===== config.mk =====
export PLATFORM = sky130hd
export DESIGN_NAME = see_top
export DESIGN_NICKNAME = d
export VERILOG_FILES = /design/src/shared/see_pkg.sv /design/src/rtl/see_fifo.sv /design/src/rtl/see_sync.sv /design/src/rtl/see_top.sv
export VERILOG_INCLUDE_DIRS = /design/src /design/src/shared
export SDC_FILE = /design/constraint.sdc
export NUM_CORES = 1
export LEC_CHECK = 0
export BUFFER_PORTS_ARGS = -buffer_cell sky130_fd_sc_hd__buf_2
export CAP_MARGIN = 0
export CORE_MARGIN = 2
export CORE_UTILIZATION = 50
export DETAILED_ROUTE_END_ITERATION = 8
export PLACE_DENSITY_LB_ADDON = 0.1
export SYNTH_ARGS = -nofsm -noshare
export SYNTH_HDL_FRONTEND = slang
export SYNTH_HIERARCHICAL = 1
export SYNTH_SLANG_ARGS = --single-unit
export TNS_END_PERCENT = 5

===== constraint.sdc =====
create_clock -name CLK -period 3.7 [get_ports CLK]
set_input_delay 0.555 -clock CLK [delete_from_list [all_inputs] [get_ports CLK]]
set_output_delay 0.555 -clock CLK [all_outputs]
set_load 0.02 [all_outputs]

===== src/shared/see_map.svh =====
/*
 * Constants of the serial memory pin interface: timing, widths, codes.
 * Assumes inclusion by bare name from every file that needs a figure.
 */
`ifndef SEE_MAP_SVH
`define SEE_MAP_SVH

// ************************************************************
// Clock and timing
// ************************************************************
`define SEE_CLK_HZ 20000000
`define SEE_WC_TIME_MS 5
`define SEE_WC_CYCLES (`SEE_WC_TIME_MS * (`SEE_CLK_HZ / 1000))

// ************************************************************
// Serial framing and pin codes
// ************************************************************
`define SEE_BYTE_W 8
`define SEE_BITCNT_W 3
`define SEE_BIT_ZERO 3'h0
`define SEE_BIT_ONE 3'h1
`define SEE_BIT_LAST 3'h7
`define SEE_TX_IDLE 8'hFF
`define SEE_FIFO_DEPTH 16
`define SEE_OE_ON 1'b0
`define SEE_OE_OFF 1'b1
// Pins at rest: deselected, clock low, protect and pause high
`define SEE_PINS_IDLE 5'h13

`endif


===== src/shared/see_pkg.sv =====
/*
 * Types shared by the serial memory pin interface modules.
 * Assumes see_map.svh supplies the widths.
 */
`include "see_map.svh"

package see_pkg;

   // ************************************************************
   // Pin bundle and received byte
   // ************************************************************
   typedef struct packed {
      logic cs_n;
      logic sck;
      logic si;
      logic wp_n;
      logic hold_n;
   } see_pins_type;

   typedef struct packed {
      logic first;
      logic [`SEE_BYTE_W-1:0] data;
   } see_rx_type;

   typedef enum logic [1:0] {
      LS_DESEL = 2'b00,
      LS_ACTIVE = 2'b01,
      LS_PAUSE_WAIT = 2'b10,
      LS_PAUSED = 2'b11
   } see_link_state_type;

endpackage : see_pkg

===== src/rtl/see_fifo.sv =====
/*
 * Synchronous FIFO with valid/ready on both sides and a registered ready flag.
 * Assumes a single clock; DEPTH is a power of two.
 */
`timescale 1ns/10ps

module see_fifo #(
   parameter int W = 8,
   parameter int DEPTH = 16
) (
   input wire logic clk, // System clock
   input wire logic rst, // Synchronous reset, high
   input wire logic in_valid, // Producer offers a word
   input wire logic [W-1:0] in_data, // Word offered
   output logic in_ready, // Room for a word
   output logic out_valid, // Word available
   output logic [W-1:0] out_data, // Oldest word
   input wire logic out_ready // Consumer takes the word
);
   localparam int AW = $clog2(DEPTH);

   logic [W-1:0] mem [DEPTH];
   logic [AW-1:0] wr_ptr_reg;
   logic [AW-1:0] rd_ptr_reg;
   logic [AW:0] count_reg;
   logic [AW:0] count_next;
   logic ready_reg;
   logic push;
   logic pop;

   assign push = in_valid & ready_reg;
   assign pop = out_valid & out_ready;
   assign in_ready = ready_reg;
   assign out_valid = (count_reg != '0);
   assign out_data = mem[rd_ptr_reg];
   assign count_next = count_reg + (AW+1)'(push) - (AW+1)'(pop);

   always_ff @(posedge clk) begin
      if (push) begin
         mem[wr_ptr_reg] <= in_data;
      end
   end

   always_ff @(posedge clk) begin
      if (rst) begin
         wr_ptr_reg <= '0;
         rd_ptr_reg <= '0;
         count_reg <= '0;
         ready_reg <= 1'b1;
      end else begin
         wr_ptr_reg <= wr_ptr_reg + AW'(push);
         rd_ptr_reg <= rd_ptr_reg + AW'(pop);
         count_reg <= count_next;
         ready_reg <= (count_next != (AW+1)'(DEPTH));
      end
   end
endmodule : see_fifo


===== src/rtl/see_sync.sv =====
/*
 * Two-stage synchroniser for a group of asynchronous pin levels.
 * Assumes inputs change freely with respect to clk.
 */
`timescale 1ns/10ps

module see_sync #(
   parameter int W = 5,
   parameter logic [W-1:0] INIT = '1
) (
   input wire logic clk, // System clock
   input wire logic rst, // Synchronous reset, high
   input wire logic [W-1:0] async_in, // Raw pin levels
   output logic [W-1:0] sync_out // Levels safe to read
);
   logic [W-1:0] meta_reg;

   // The first stage feeds only the second stage
   always_ff @(posedge clk) begin
      if (rst) begin
         meta_reg <= INIT;
         sync_out <= INIT;
      end else begin
         meta_reg <= async_in;
         sync_out <= meta_reg;
      end
   end
endmodule : see_sync


===== src/rtl/see_top.sv =====
/*
 * Pin-side logic of a serial memory: select, bit shifting, pause,
 * write protection, write enable latch and the self-timed write cycle.
 * Assumes an instruction decoder on the user side that classifies
 * sequences and supplies read bytes through the transmit FIFO.
 */
`timescale 1ns/10ps
`include "see_map.svh"

// Behaviour
// - Low select selects; high select means standby
// - Running write cycle completes; standby waits for it
// - Deselected device floats serial output
// - Select rising after valid write starts cycle
// - Write cycle ends within 5 ms
// - Input bits captured on clock rising edges
// - Output changes only after clock falling edges
// - Write protect low blocks all writes
// - Write protect low clears enable latch
// - Pause mid-sequence suspends, keeps sequence state
// - Pause falling with clock high waits
// - Paused device ignores clock, input; floats output
// - Resume only when pause rises, clock low
// - Pause low floats output at once
// - All fields shifted most significant bit first
// - First bit on first rise; resume continues
// - Write valid only on byte boundary
module see_top #(
   parameter int WC_CYCLES = `SEE_WC_CYCLES,
   parameter int FIFO_DEPTH = `SEE_FIFO_DEPTH
) (
   input wire logic CLK, // 20 MHz system clock
   input wire logic RST, // Synchronous reset, high
   input see_pkg::see_pins_type PINS, // Raw serial pins
   output logic SO, // Serial data out
   output logic SO_OE_N, // Serial out enable, low drives
   output see_pkg::see_rx_type RX, // Received byte
   output logic RX_VALID, // Pulse: RX holds a new byte
   input wire logic [`SEE_BYTE_W-1:0] TX_DATA, // Read byte offered
   input wire logic TX_VALID, // TX_DATA valid
   output logic TX_READY, // FIFO can take TX_DATA
   input wire logic TX_EN, // Decoder is in a read phase
   input wire logic WR_SEQ_OK, // Decoder: sequence is a complete write
   input wire logic WEL_SET, // Pulse: enable instruction done
   input wire logic WEL_CLR, // Pulse: disable instruction done
   output logic WEL, // Write enable latch
   output logic BUSY, // Internal write cycle running
   output logic STANDBY, // Deselected and idle
   output logic WRITE_START // Pulse: write cycle starts
);
   import see_pkg::*;

   localparam int WC_W = $clog2(WC_CYCLES + 1);

   // ************************************************************
   // Edge helpers
   // ************************************************************
   function automatic logic rose(input logic now, input logic was);
      rose = now & ~was;
   endfunction : rose

   function automatic logic fell(input logic now, input logic was);
      fell = ~now & was;
   endfunction : fell

   // ************************************************************
   // Pin synchronisation
   // ************************************************************
   see_pins_type pins_s;
   logic sck_d_reg;
   logic hold_d_reg;
   logic cs_d_reg;

   see_sync #(
      .W($bits(see_pins_type)),
      .INIT(`SEE_PINS_IDLE) // Rest levels, so no false clock edge follows reset
   ) u_sync (
      .clk(CLK),
      .rst(RST),
      .async_in(PINS),
      .sync_out(pins_s)
   );

   always_ff @(posedge CLK) begin
      if (RST) begin
         sck_d_reg <= 1'b0;
         hold_d_reg <= 1'b1;
         cs_d_reg <= 1'b1;
      end else begin
         sck_d_reg <= pins_s.sck;
         hold_d_reg <= pins_s.hold_n;
         cs_d_reg <= pins_s.cs_n;
      end
   end

   logic sck_rise;
   logic sck_fall;
   logic hold_rise;
   logic cs_rise;

   assign sck_rise = rose(pins_s.sck, sck_d_reg);
   assign sck_fall = fell(pins_s.sck, sck_d_reg);
   assign hold_rise = rose(pins_s.hold_n, hold_d_reg);
   assign cs_rise = rose(pins_s.cs_n, cs_d_reg);

   // ************************************************************
   // Select and pause state
   // ************************************************************
   see_link_state_type state_reg;
   see_link_state_type state_next;
   logic started_reg;

   always_comb begin
      state_next = state_reg;
      unique case (state_reg)
         LS_DESEL: begin
            if (!pins_s.cs_n) begin
               state_next = LS_ACTIVE;
            end
         end
         LS_ACTIVE: begin
            if (!pins_s.hold_n && started_reg) begin
               // A pause asked with the clock high waits for the fall
               state_next = pins_s.sck ? LS_PAUSE_WAIT : LS_PAUSED;
            end
         end
         LS_PAUSE_WAIT: begin
            if (pins_s.hold_n) begin
               state_next = LS_ACTIVE;
            end else if (sck_fall) begin
               state_next = LS_PAUSED;
            end
         end
         LS_PAUSED: begin
            if (hold_rise && !pins_s.sck) begin
               state_next = LS_ACTIVE;
            end
         end
      endcase
      if (pins_s.cs_n) begin
         state_next = LS_DESEL;
      end
   end

   // ************************************************************
   // Shifting
   // ************************************************************
   logic shift_ok;
   logic rx_take;
   logic tx_step;
   logic tx_load;
   logic tx_have;
   logic [`SEE_BYTE_W-1:0] tx_word;
   logic [`SEE_BYTE_W-1:0] fifo_data;
   logic [`SEE_BITCNT_W-1:0] bit_cnt_reg;
   logic [`SEE_BYTE_W-1:0] rx_sh_reg;
   logic [`SEE_BYTE_W-1:0] tx_sh_reg;
   logic first_reg;

   // Clock edges count only while selected and not paused
   assign shift_ok = (state_reg == LS_ACTIVE) && !pins_s.cs_n;
   assign rx_take = shift_ok & sck_rise;
   assign tx_step = shift_ok & sck_fall & TX_EN;
   assign tx_load = tx_step & (bit_cnt_reg == `SEE_BIT_ZERO);
   // An empty FIFO at a byte boundary sends idle ones rather than stale data
   assign tx_word = tx_have ? fifo_data : `SEE_TX_IDLE;

   see_fifo #(
      .W(`SEE_BYTE_W),
      .DEPTH(FIFO_DEPTH)
   ) u_tx_fifo (
      .clk(CLK),
      .rst(RST),
      .in_valid(TX_VALID),
      .in_data(TX_DATA),
      .in_ready(TX_READY),
      .out_valid(tx_have),
      .out_data(fifo_data),
      .out_ready(tx_load)
   );

   always_ff @(posedge CLK) begin
      if (RST || state_reg == LS_DESEL) begin
         bit_cnt_reg <= `SEE_BIT_ZERO;
         started_reg <= 1'b0;
         first_reg <= 1'b1;
         rx_sh_reg <= '0;
      end else if (rx_take) begin
         bit_cnt_reg <= bit_cnt_reg + `SEE_BIT_ONE;
         started_reg <= 1'b1;
         rx_sh_reg <= {rx_sh_reg[`SEE_BYTE_W-2:0], pins_s.si};
         if (bit_cnt_reg == `SEE_BIT_LAST) begin
            first_reg <= 1'b0;
         end
      end
   end

   always_ff @(posedge CLK) begin
      if (RST) begin
         RX <= '0;
         RX_VALID <= 1'b0;
      end else begin
         RX_VALID <= rx_take && (bit_cnt_reg == `SEE_BIT_LAST);
         if (rx_take && (bit_cnt_reg == `SEE_BIT_LAST)) begin
            RX <= '{first: first_reg, data: {rx_sh_reg[`SEE_BYTE_W-2:0], pins_s.si}};
         end
      end
   end

   // ************************************************************
   // Serial output
   // ************************************************************
   logic so_drive;

   // Pause low or deselect floats at once, whatever the clock phase
   assign so_drive = shift_ok && pins_s.hold_n && TX_EN;

   always_ff @(posedge CLK) begin
      if (RST) begin
         SO <= 1'b1;
         SO_OE_N <= `SEE_OE_OFF;
         tx_sh_reg <= `SEE_TX_IDLE;
      end else begin
         SO_OE_N <= so_drive ? `SEE_OE_ON : `SEE_OE_OFF;
         if (tx_load) begin
            SO <= tx_word[`SEE_BYTE_W-1];
            tx_sh_reg <= {tx_word[`SEE_BYTE_W-2:0], 1'b1};
         end else if (tx_step) begin
            SO <= tx_sh_reg[`SEE_BYTE_W-1];
            tx_sh_reg <= {tx_sh_reg[`SEE_BYTE_W-2:0], 1'b1};
         end
      end
   end

   // ************************************************************
   // Write enable latch and write cycle
   // ************************************************************
   logic write_go;
   logic wc_done;
   logic [WC_W-1:0] wc_cnt_reg;

   // The host relies on a select low before any sequence; edges before it are dropped
   assign write_go = cs_rise && started_reg && (bit_cnt_reg == `SEE_BIT_ZERO)
                     && WR_SEQ_OK && WEL && pins_s.wp_n && !BUSY;
   assign wc_done = BUSY && (wc_cnt_reg == '0);

   always_ff @(posedge CLK) begin
      if (RST) begin
         BUSY <= 1'b0;
         wc_cnt_reg <= '0;
         WRITE_START <= 1'b0;
      end else begin
         WRITE_START <= write_go;
         if (write_go) begin
            BUSY <= 1'b1;
            wc_cnt_reg <= WC_W'(WC_CYCLES - 1);
         end else if (wc_done) begin
            BUSY <= 1'b0;
         end else if (BUSY) begin
            wc_cnt_reg <= wc_cnt_reg - WC_W'(1);
         end
      end
   end

   always_ff @(posedge CLK) begin
      if (RST) begin
         WEL <= 1'b0;
      end else if (!pins_s.wp_n || wc_done || WEL_CLR) begin
         WEL <= 1'b0;
      end else if (WEL_SET) begin
         WEL <= 1'b1;
      end
   end

   always_ff @(posedge CLK) begin
      if (RST) begin
         state_reg <= LS_DESEL;
         STANDBY <= 1'b1;
      end else begin
         state_reg <= state_next;
         STANDBY <= pins_s.cs_n && !(BUSY && !wc_done) && !write_go;
      end
   end

   // ************************************************************
   // Checks
   // ************************************************************
   logic [WC_W:0] busy_age_reg;

   always_ff @(posedge CLK) begin
      if (RST || !BUSY) begin
         busy_age_reg <= '0;
      end else begin
         busy_age_reg <= busy_age_reg + (WC_W+1)'(1);
      end
   end

   property p_desel_float;
      @(posedge CLK) disable iff (RST) pins_s.cs_n |=> SO_OE_N;
   endproperty
   a_desel_float: assert property (p_desel_float) else $error("output driven while deselected");

   property p_pause_float;
      @(posedge CLK) disable iff (RST) !pins_s.hold_n |=> SO_OE_N;
   endproperty
   a_pause_float: assert property (p_pause_float) else $error("output driven while pause low");

   property p_wc_bound;
      @(posedge CLK) disable iff (RST) BUSY |-> busy_age_reg < (WC_W+1)'(WC_CYCLES);
   endproperty
   a_wc_bound: assert property (p_wc_bound) else $error("write cycle too long");

   property p_start_busy;
      @(posedge CLK) disable iff (RST) write_go |=> BUSY ##1 BUSY;
   endproperty
   a_start_busy: assert property (p_start_busy) else $error("write start without busy");

   property p_wp_clears;
      @(posedge CLK) disable iff (RST) !pins_s.wp_n |=> !WEL && !WRITE_START;
   endproperty
   a_wp_clears: assert property (p_wp_clears) else $error("write enabled under protect");

   property p_standby_idle;
      @(posedge CLK) disable iff (RST) STANDBY |-> !BUSY || $past(wc_done);
   endproperty
   a_standby_idle: assert property (p_standby_idle) else $error("standby during write");

   property p_rx_count;
      @(posedge CLK) disable iff (RST)
         rx_take |=> bit_cnt_reg == $past(bit_cnt_reg) + `SEE_BIT_ONE;
   endproperty
   a_rx_count: assert property (p_rx_count) else $error("bit count missed a rising edge");

   property p_so_edge;
      @(posedge CLK) disable iff (RST) $changed(SO) |-> $past(sck_fall);
   endproperty
   a_so_edge: assert property (p_so_edge) else $error("output changed off a falling edge");

   property p_pause_keep;
      @(posedge CLK) disable iff (RST)
         (state_reg == LS_PAUSED && !pins_s.cs_n) |=> $stable(bit_cnt_reg);
   endproperty
   a_pause_keep: assert property (p_pause_keep) else $error("sequence moved while paused");

   property p_no_resume_high;
      @(posedge CLK) disable iff (RST)
         (state_reg == LS_PAUSED && hold_rise && pins_s.sck && !pins_s.cs_n)
         |=> state_reg == LS_PAUSED;
   endproperty
   a_no_resume_high: assert property (p_no_resume_high) else $error("resumed with clock high");

   property p_desel_restart;
      @(posedge CLK) disable iff (RST) state_reg == LS_DESEL |=> bit_cnt_reg == `SEE_BIT_ZERO;
   endproperty
   a_desel_restart: assert property (p_desel_restart) else $error("bit count kept across select");

endmodule : see_top


; ---- Word level (Yosys, flattened, before mapping)
; Memory sizes are Yosys's and may differ from the RTL's. A register that Yosys moved wholly into a read port is not among the register bits.
; Cells that the tools add are included.
; Widths: inputs -> output; s select.
[word_totals]
register_bits = 81
ramBits = 128
inputBits = 20
out_inout_bits = 17
word_cells = 118
mem_count = 1
[mem_list]
columns = name, words, width, read_ports, rd_ports_with_merged_regs, wr, line
row1 = u_tx_fifo.mem, 16, 8, 1, 1, 1, see_fifo.sv:22  ; logic [W-1:0] mem [DEPTH];
[classes]
addsub = 6
eq_ne = 9
n_mux = 20
bitwise_logic = 15
reduce_logical = 41
[op_table]
columns = operator, n
row1 = $mux 17, 3
row2 = $mux 8, 3
row3 = $logic_not 17->1, 1
row4 = $sub 17x1->17 const B, 1
row5 = $logic_and 1x1->1, 16
row6 = $and 1x1->1, 10
row7 = $add 4x1->4, 2
row8 = $logic_not 1->1, 8
row9 = $mux 1, 8
row10 = $mux 2, 4
row11 = $pmux 2 s4, 1
row12 = $ne 2x2->1 const B, 3
row13 = $reduce_and 2->1, 3
row14 = $reduce_bool 2->1, 3
row15 = $reduce_or 2->1, 3
row16 = $add 5x1->5, 1
row17 = $ne 5x5->1 const B, 1
row18 = $not 1->1, 5
row19 = $reduce_bool 5->1, 1
row20 = $sub 5x1->5, 1
row21 = $eq 2x2->1 const B, 2
row22 = $mux 4, 1
row23 = $add 3x1->3 const B, 1
row24 = $eq 3x3->1 const B, 1
row25 = 6 further kinds, 8

; ---- Longest topological paths before layout
[logic_depth]
ltp_word = 10
depth_mapped = 17
mapped_depth_nobuf = 15

; ---- By module
; Netlist, hierarchy kept.
[modules_own_cells]
columns = mod, instances, cells_each, area_per_inst_um2, seq_area_each_um2
row1 = see_fifo, 1, 292, 5665.4, 4124.0
row2 = see_top, 1, 313, 2616.3, 1141.1
row3 = see_sync, 1, 20, 262.8, 200.2

; ---- Worst setup path after synthesis
; OpenSTA, ideal clock, no wires.
[synth_path]
path_kind = reg2reg
start = register state_reg[1]
end = register u_tx_fifo.ready_reg, in the netlist u_tx_fifo/in_ready
setup_ns = 0.120
t_arrival_ns = 3.244
required_ns = 3.580
setup_slack_ns = 0.337
stages_incl_launch_ff = 18
n_path_buf = 2
synth_period_minus_slack_ns = 3.363
cell_sequence = dfxtp_1 inv_1 ha_1 and3b_1 nand2b_1 clkbuf_1 clkbuf_1 nor2_1 and2_1 ha_1 inv_1 ha_1 inv_1 fa_1 nand2b_1 a21oi_1 or4b_1 a211o_1
[synth_between]
elab_chain_cells = 8
[synth_rtl]
columns = element, line
row1 = start: declaration, see_top.sv:109  ; see_link_state_type state_reg;
row2 = start signal: assignment, see_top.sv:280  ; state_reg <= state_next;
row3 = $eq 2x1->1, see_top.sv:161  ; assign shift_ok = (state_reg == LS_ACTIVE) && !pins_s.cs_n;
row4 = $logic_and 1x1->1, see_top.sv:161
row5 = $and 1x1->1 (2 in series), see_top.sv:163  ; assign tx_step = shift_ok & sck_fall & TX_EN;
row6 = $and 1x1->1, see_top.sv:164  ; assign tx_load = tx_step & (bit_cnt_reg == `SEE_BIT_ZERO);
row7 = via tx_load, see_top.sv:151  ; logic tx_load;
row8 = $and 1x1->1, see_fifo.sv:32  ; assign pop = out_valid & out_ready;
row9 = $sub 5x1->5, see_fifo.sv:36  ; assign count_next = count_reg + (AW+1)'(push) - (AW+1)'(pop);
row10 = $ne 5x5->1, see_fifo.sv:54  ; ready_reg <= (count_next != (AW+1)'(DEPTH));
row11 = end signal: assignment, see_fifo.sv:54
row12 = end: declaration, see_fifo.sv:27  ; logic ready_reg;
; The timed path passes the listed nets, and every way through them passes these cells.
; A chain may end at the register's enable or synchronous reset.

; ---- Final worst setup path
[layout_path]
start = register u_tx_fifo.count_reg[3]
end = register u_tx_fifo.ready_reg, in the netlist u_tx_fifo/in_ready
[layout_between]
elab_chain_cells = 4
word_cells_on_any_way = 5
cone_classes = add/sub (2) / eq/ne (1) / bitwise (1) / reduce/logical (1)
[layout_rtl]
columns = element, line
row1 = start: declaration, see_fifo.sv:25  ; logic [AW:0] count_reg;
row2 = start signal: assignment, see_fifo.sv:53  ; count_reg <= count_next;
row3 = $reduce_bool 5->1, see_fifo.sv:34  ; assign out_valid = (count_reg != '0);
row4 = via tx_have, see_top.sv:152  ; logic tx_have;
row5 = $and 1x1->1, see_fifo.sv:32
row6 = $sub 5x1->5, see_fifo.sv:36
row7 = $ne 5x5->1, see_fifo.sv:54
; The timed path passes the listed nets, and every way through them passes these cells.

==> results.md <==
- worst reg2reg startpoint: u_tx_fifo/count_reg[3]$_SDFF_PP0_
- Setup-failing EPs final: 0
- starting DRC count in detailed routing: 344
- Worst Hold Margin: 235.6 ps
- Boundary Pins: 37
- number of hold buffers added after CTS: 0
- Max transition margin: 0.3823
- yosys synthesis warning count: 6
- leakage power total: 3.333 nW
- global-route usage over all layers: 0.1862
- Crit Reg-Reg Endpoint: u_tx_fifo/in_ready$_SDFF_PP1_
- final number of max-transition violations: 0
- maximum operating frequency: 296.7 MHz
- Syn-to-layout area delta: 12.56%
- number of optimization iterations in the first detailed-route pass: 5
- worst path setup slack after routing: 330.0 ps
- placement-stage cell area: 8922 sq um
- final sum of negative setup slack: 0 ps
- Net Sw Power: 1.105 mW
- data arrival time of the worst path: 3750 ps
- worst-case vdd ir drop: 322.6 uV
- critical setup path kind: register to register
- Core Util, Final: 0.5779
- cell internal power dissipation: 3.970 mW
- routability congestion estimate: 0.7857
- # diodes: 0
- startpoint type of the worst setup path: register
- Die Span X: 134.7 microns
- buffer type at the clock tree root: sky130_fd_sc_hd__clkbuf_16
- Site Rows: 47
- detail-routed via count per cell: 5.641
- share of layout cells above drive strength 1: 0.1546
- setup slack of the worst register-to-register path: 330 ps
- Worst Hold Launch: PINS[0]
- total detailed-routing wirelength: 16400 microns
- vias in the first global route: 4955
- maximum count of clock buffers along a single path: 3
- Core Area: 16640 sq um
- synthesized netlist net count: 664
- mean instance size in the synthesized netlist: 13.67 sq um
- register bit count reported by yosys: 209
- worst min path class: primary input to register
- final worst-path cycle share: 0.9108
- leading register cell type out of synthesis: sky130_fd_sc_hd__edfxtp_1
- clock share of power: 0.415
- part of the total power dissipated in sequential elements: 0.511
- pin count of the biggest net entering global routing: 41
- number of nets in the layout: 703
- Post-Place Cells: 860
- logic depth of the worst register-to-register path: 13
- total standard cell area after synthesis: 8544 sq um
- Setup Skew: 6.582 ps
- switching share of power: 0.2177
- CTS tree: built
- Post-CTS Setup Inserts: 0
- TritonCTS Buffers: 22
- maximum fanout encountered on the critical timing path: 9
- Post-Layout Inst Area: 9618 sq um
- final hold violation count: 0
- pre-CTS worst setup slack: 351.1 ps
- DRC viols: 0
- register area: 5466 sq um
- number of fill cells: 1304
- synth unique cells: 66
- power per cell area: 527.7 nW/um^2
- fraction of the yosys area taken by sequential cells: 0.6396
- gate count of the mapped netlist: 625
- clock network latency to the later pin of the worst-skew pair: 490 ps
- count of nets left with antenna violations after detail routing: 0
- initial standard-cell utilization of the core: 0.5134
- overflow left after global routing: 0
- wire length of the first global-routing pass: 26320 microns
- launch point of the critical path: u_tx_fifo/count_reg[3]$_SDFF_PP0_
- detailed-placement wirelength estimate: 10500 microns
- overall die area: 18150 sq um
- share of async-settable or async-resettable flops after synthesis: 0
- total via count in the routed design: 5071
- number of clock sinks: 209
- non-filler instance count after layout: 899
- combinational group share of total power: 0.075
- CTS clock-pin slew for the worst setup and hold paths: 60 ps
- Resized cells post-CTS: 0
- critical path capture point type: register
- final critical path time including I/O delays and setup: 3370 ps
- max reg flops: 128
- number of antenna violations at the first check in global routing: 0
- Wirelength per Cell: 18.24 microns
- capture point of the worst path: u_tx_fifo/in_ready$_SDFF_PP1_
- slew at the pin closest to its max-slew limit: 923.1 ps
- number of port buffers: 36
- RSZ-0062 raised after global routing: no
- required time worst endpoint: 4080 ps
- CTS H-Tree Depth: 1
- outcome: finished clean
- Final Total Pwr: 5.075 mW
- max-capacitance violation count: 0
- Multi-input gate area: 2834 sq um
- die span in y: 134.7 microns
- count of flip-flops with a built-in enable after synthesis: 128
[kinds of logic after synthesis]
family	after synthesis	synth area share
DFF	209	0.6396
adders and majority gates	19	0.02870
buffers and inverters	52	0.02870
xor gates and xnor gates	7	0.007175
muxes	36	0.09533
AOI/OAI and AO/OA	96	0.07483
and+or+nand+nor	206	0.1256
[routing by layer]
metal	share of wire	vias up	global-route usage
met5	0	-	0
met4	0.017	0	0.05029
met3	0.045	25	0.03116
met2	0.47	95	0.2989
met1	0.47	2523	0.2656
li1	-	2428	-
[cells in the final DEF, fill, tap and decap left out, types with 4 or more instances in the layout]
master                      count
sky130_fd_sc_hd__a311oi_1       7
sky130_fd_sc_hd__a21oi_1       34
sky130_fd_sc_hd__or4_1          4
sky130_fd_sc_hd__buf_4          9
sky130_fd_sc_hd__clkbuf_16     23
sky130_fd_sc_hd__or3_1          5
sky130_fd_sc_hd__nor3_1        10
sky130_fd_sc_hd__a22oi_1       16
sky130_fd_sc_hd__dfxtp_1       80
sky130_fd_sc_hd__a211o_1        8
sky130_fd_sc_hd__ha_1          18
sky130_fd_sc_hd__clkbuf_1       7
sky130_fd_sc_hd__buf_2         36
sky130_fd_sc_hd__xor2_1         4
sky130_fd_sc_hd__nor2_1        45
sky130_fd_sc_hd__mux4_2        18
sky130_fd_sc_hd__or2_1          6
sky130_fd_sc_hd__or2_2          4
sky130_fd_sc_hd__inv_1         21
sky130_fd_sc_hd__nand3_1        6
sky130_fd_sc_hd__nor4_1         5
sky130_fd_sc_hd__a31oi_1        4
sky130_fd_sc_hd__mux4_1        14
sky130_fd_sc_hd__and2_1         4
sky130_fd_sc_hd__edfxtp_1     128
sky130_fd_sc_hd__nand2_1       62
sky130_fd_sc_hd__o21ai_0        7
sky130_fd_sc_hd__nor2b_1       15
sky130_fd_sc_hd__nand2b_1      13
[how the worst min path moves through the flow]
stage | endpoint | slack [ps] | cells past startpoint
2_1_floorplan | u_sync/sync_out[0]$_SDFF_PP1_ | 380 | 1
3_3_place_gp | u_sync/sync_out[1]$_SDFF_PP1_ | 390 | 1
3_5_place_dp | u_sync/sync_out[1]$_SDFF_PP1_ | 390 | 1
4_1_cts | u_sync/meta_reg[0]$_SDFF_PP1_ | 220 | 2
5_1_grt | u_sync/meta_reg[4]$_SDFF_PP1_ | 220 | 2
6_report | u_sync/meta_reg[0]$_SDFF_PP1_ | 240 | 2
[Yosys cell counts (3+ instances only)]
cell type	count	area [sq um]
sky130_fd_sc_hd__a211o_1	8	70.07
sky130_fd_sc_hd__a211oi_1	3	22.52
sky130_fd_sc_hd__a21oi_1	34	170.2
sky130_fd_sc_hd__a22oi_1	16	120.1
sky130_fd_sc_hd__a311oi_1	7	61.31
sky130_fd_sc_hd__a31oi_1	4	25.02
sky130_fd_sc_hd__and2_1	4	25.02
sky130_fd_sc_hd__and3_1	3	18.77
sky130_fd_sc_hd__buf_2	4	20.02
sky130_fd_sc_hd__buf_6	3	33.78
sky130_fd_sc_hd__clkbuf_1	18	67.56
sky130_fd_sc_hd__clkdlybuf4s25_2	3	30.03
sky130_fd_sc_hd__dfxtp_1	81	1622
sky130_fd_sc_hd__edfxtp_1	128	3844
sky130_fd_sc_hd__ha_1	18	225.2
sky130_fd_sc_hd__inv_1	21	78.83
sky130_fd_sc_hd__mux2i_1	3	30.03
sky130_fd_sc_hd__mux4_1	14	367.9
sky130_fd_sc_hd__mux4_2	18	405.4
sky130_fd_sc_hd__nand2_1	62	232.7
sky130_fd_sc_hd__nand2b_1	13	81.33
sky130_fd_sc_hd__nand3_1	6	30.03
sky130_fd_sc_hd__nand3b_1	3	22.52
sky130_fd_sc_hd__nor2_1	45	168.9
sky130_fd_sc_hd__nor2b_1	15	93.84
sky130_fd_sc_hd__nor3_1	10	50.05
sky130_fd_sc_hd__nor4_1	5	31.28
sky130_fd_sc_hd__o21ai_0	7	35.03
sky130_fd_sc_hd__o31ai_1	3	22.52
sky130_fd_sc_hd__or2_1	6	37.54
sky130_fd_sc_hd__or2_2	4	25.02
sky130_fd_sc_hd__or3_1	5	31.28
sky130_fd_sc_hd__or4_1	4	30.03
sky130_fd_sc_hd__xnor2_1	3	26.28
sky130_fd_sc_hd__xor2_1	4	35.03
[power by group through the flow]
stage               registers [mW]  logic [mW]  clock network, mW
finish                        2.59       0.378               2.10
floorplan                     2.63       0.257                  0
global route                  2.60       0.418               2.25
detailed placement            2.64       0.374                  0
global placement              2.64       0.358                  0
CTS                           2.59       0.377               2.16
[worst max-delay path, stage by stage, from the launching register on]
cell                       delay (ps)
sky130_fd_sc_hd__dfxtp_1          320
sky130_fd_sc_hd__inv_1             70
sky130_fd_sc_hd__ha_1             130
sky130_fd_sc_hd__or4b_2           740
sky130_fd_sc_hd__and2_1           250
sky130_fd_sc_hd__ha_1             280
sky130_fd_sc_hd__inv_1             40
sky130_fd_sc_hd__ha_1             180
sky130_fd_sc_hd__inv_1             70
sky130_fd_sc_hd__fa_1             200
sky130_fd_sc_hd__nand2b_1         110
sky130_fd_sc_hd__a21oi_1           70
sky130_fd_sc_hd__or4b_1           490
sky130_fd_sc_hd__a211o_1          310
[layout make-up]
class                           instances  share of cell area
Sequential cell                       209              0.5684
Clock buffer                           33             0.06687
Multi-Input combinational cell        364              0.2947
Tap cell                              220             0.02862
Inverter                               21            0.008196
Clock inverter                          6            0.005464
Timing Repair Buffer                   46             0.02784
Power figures use the tool's default switching activity.
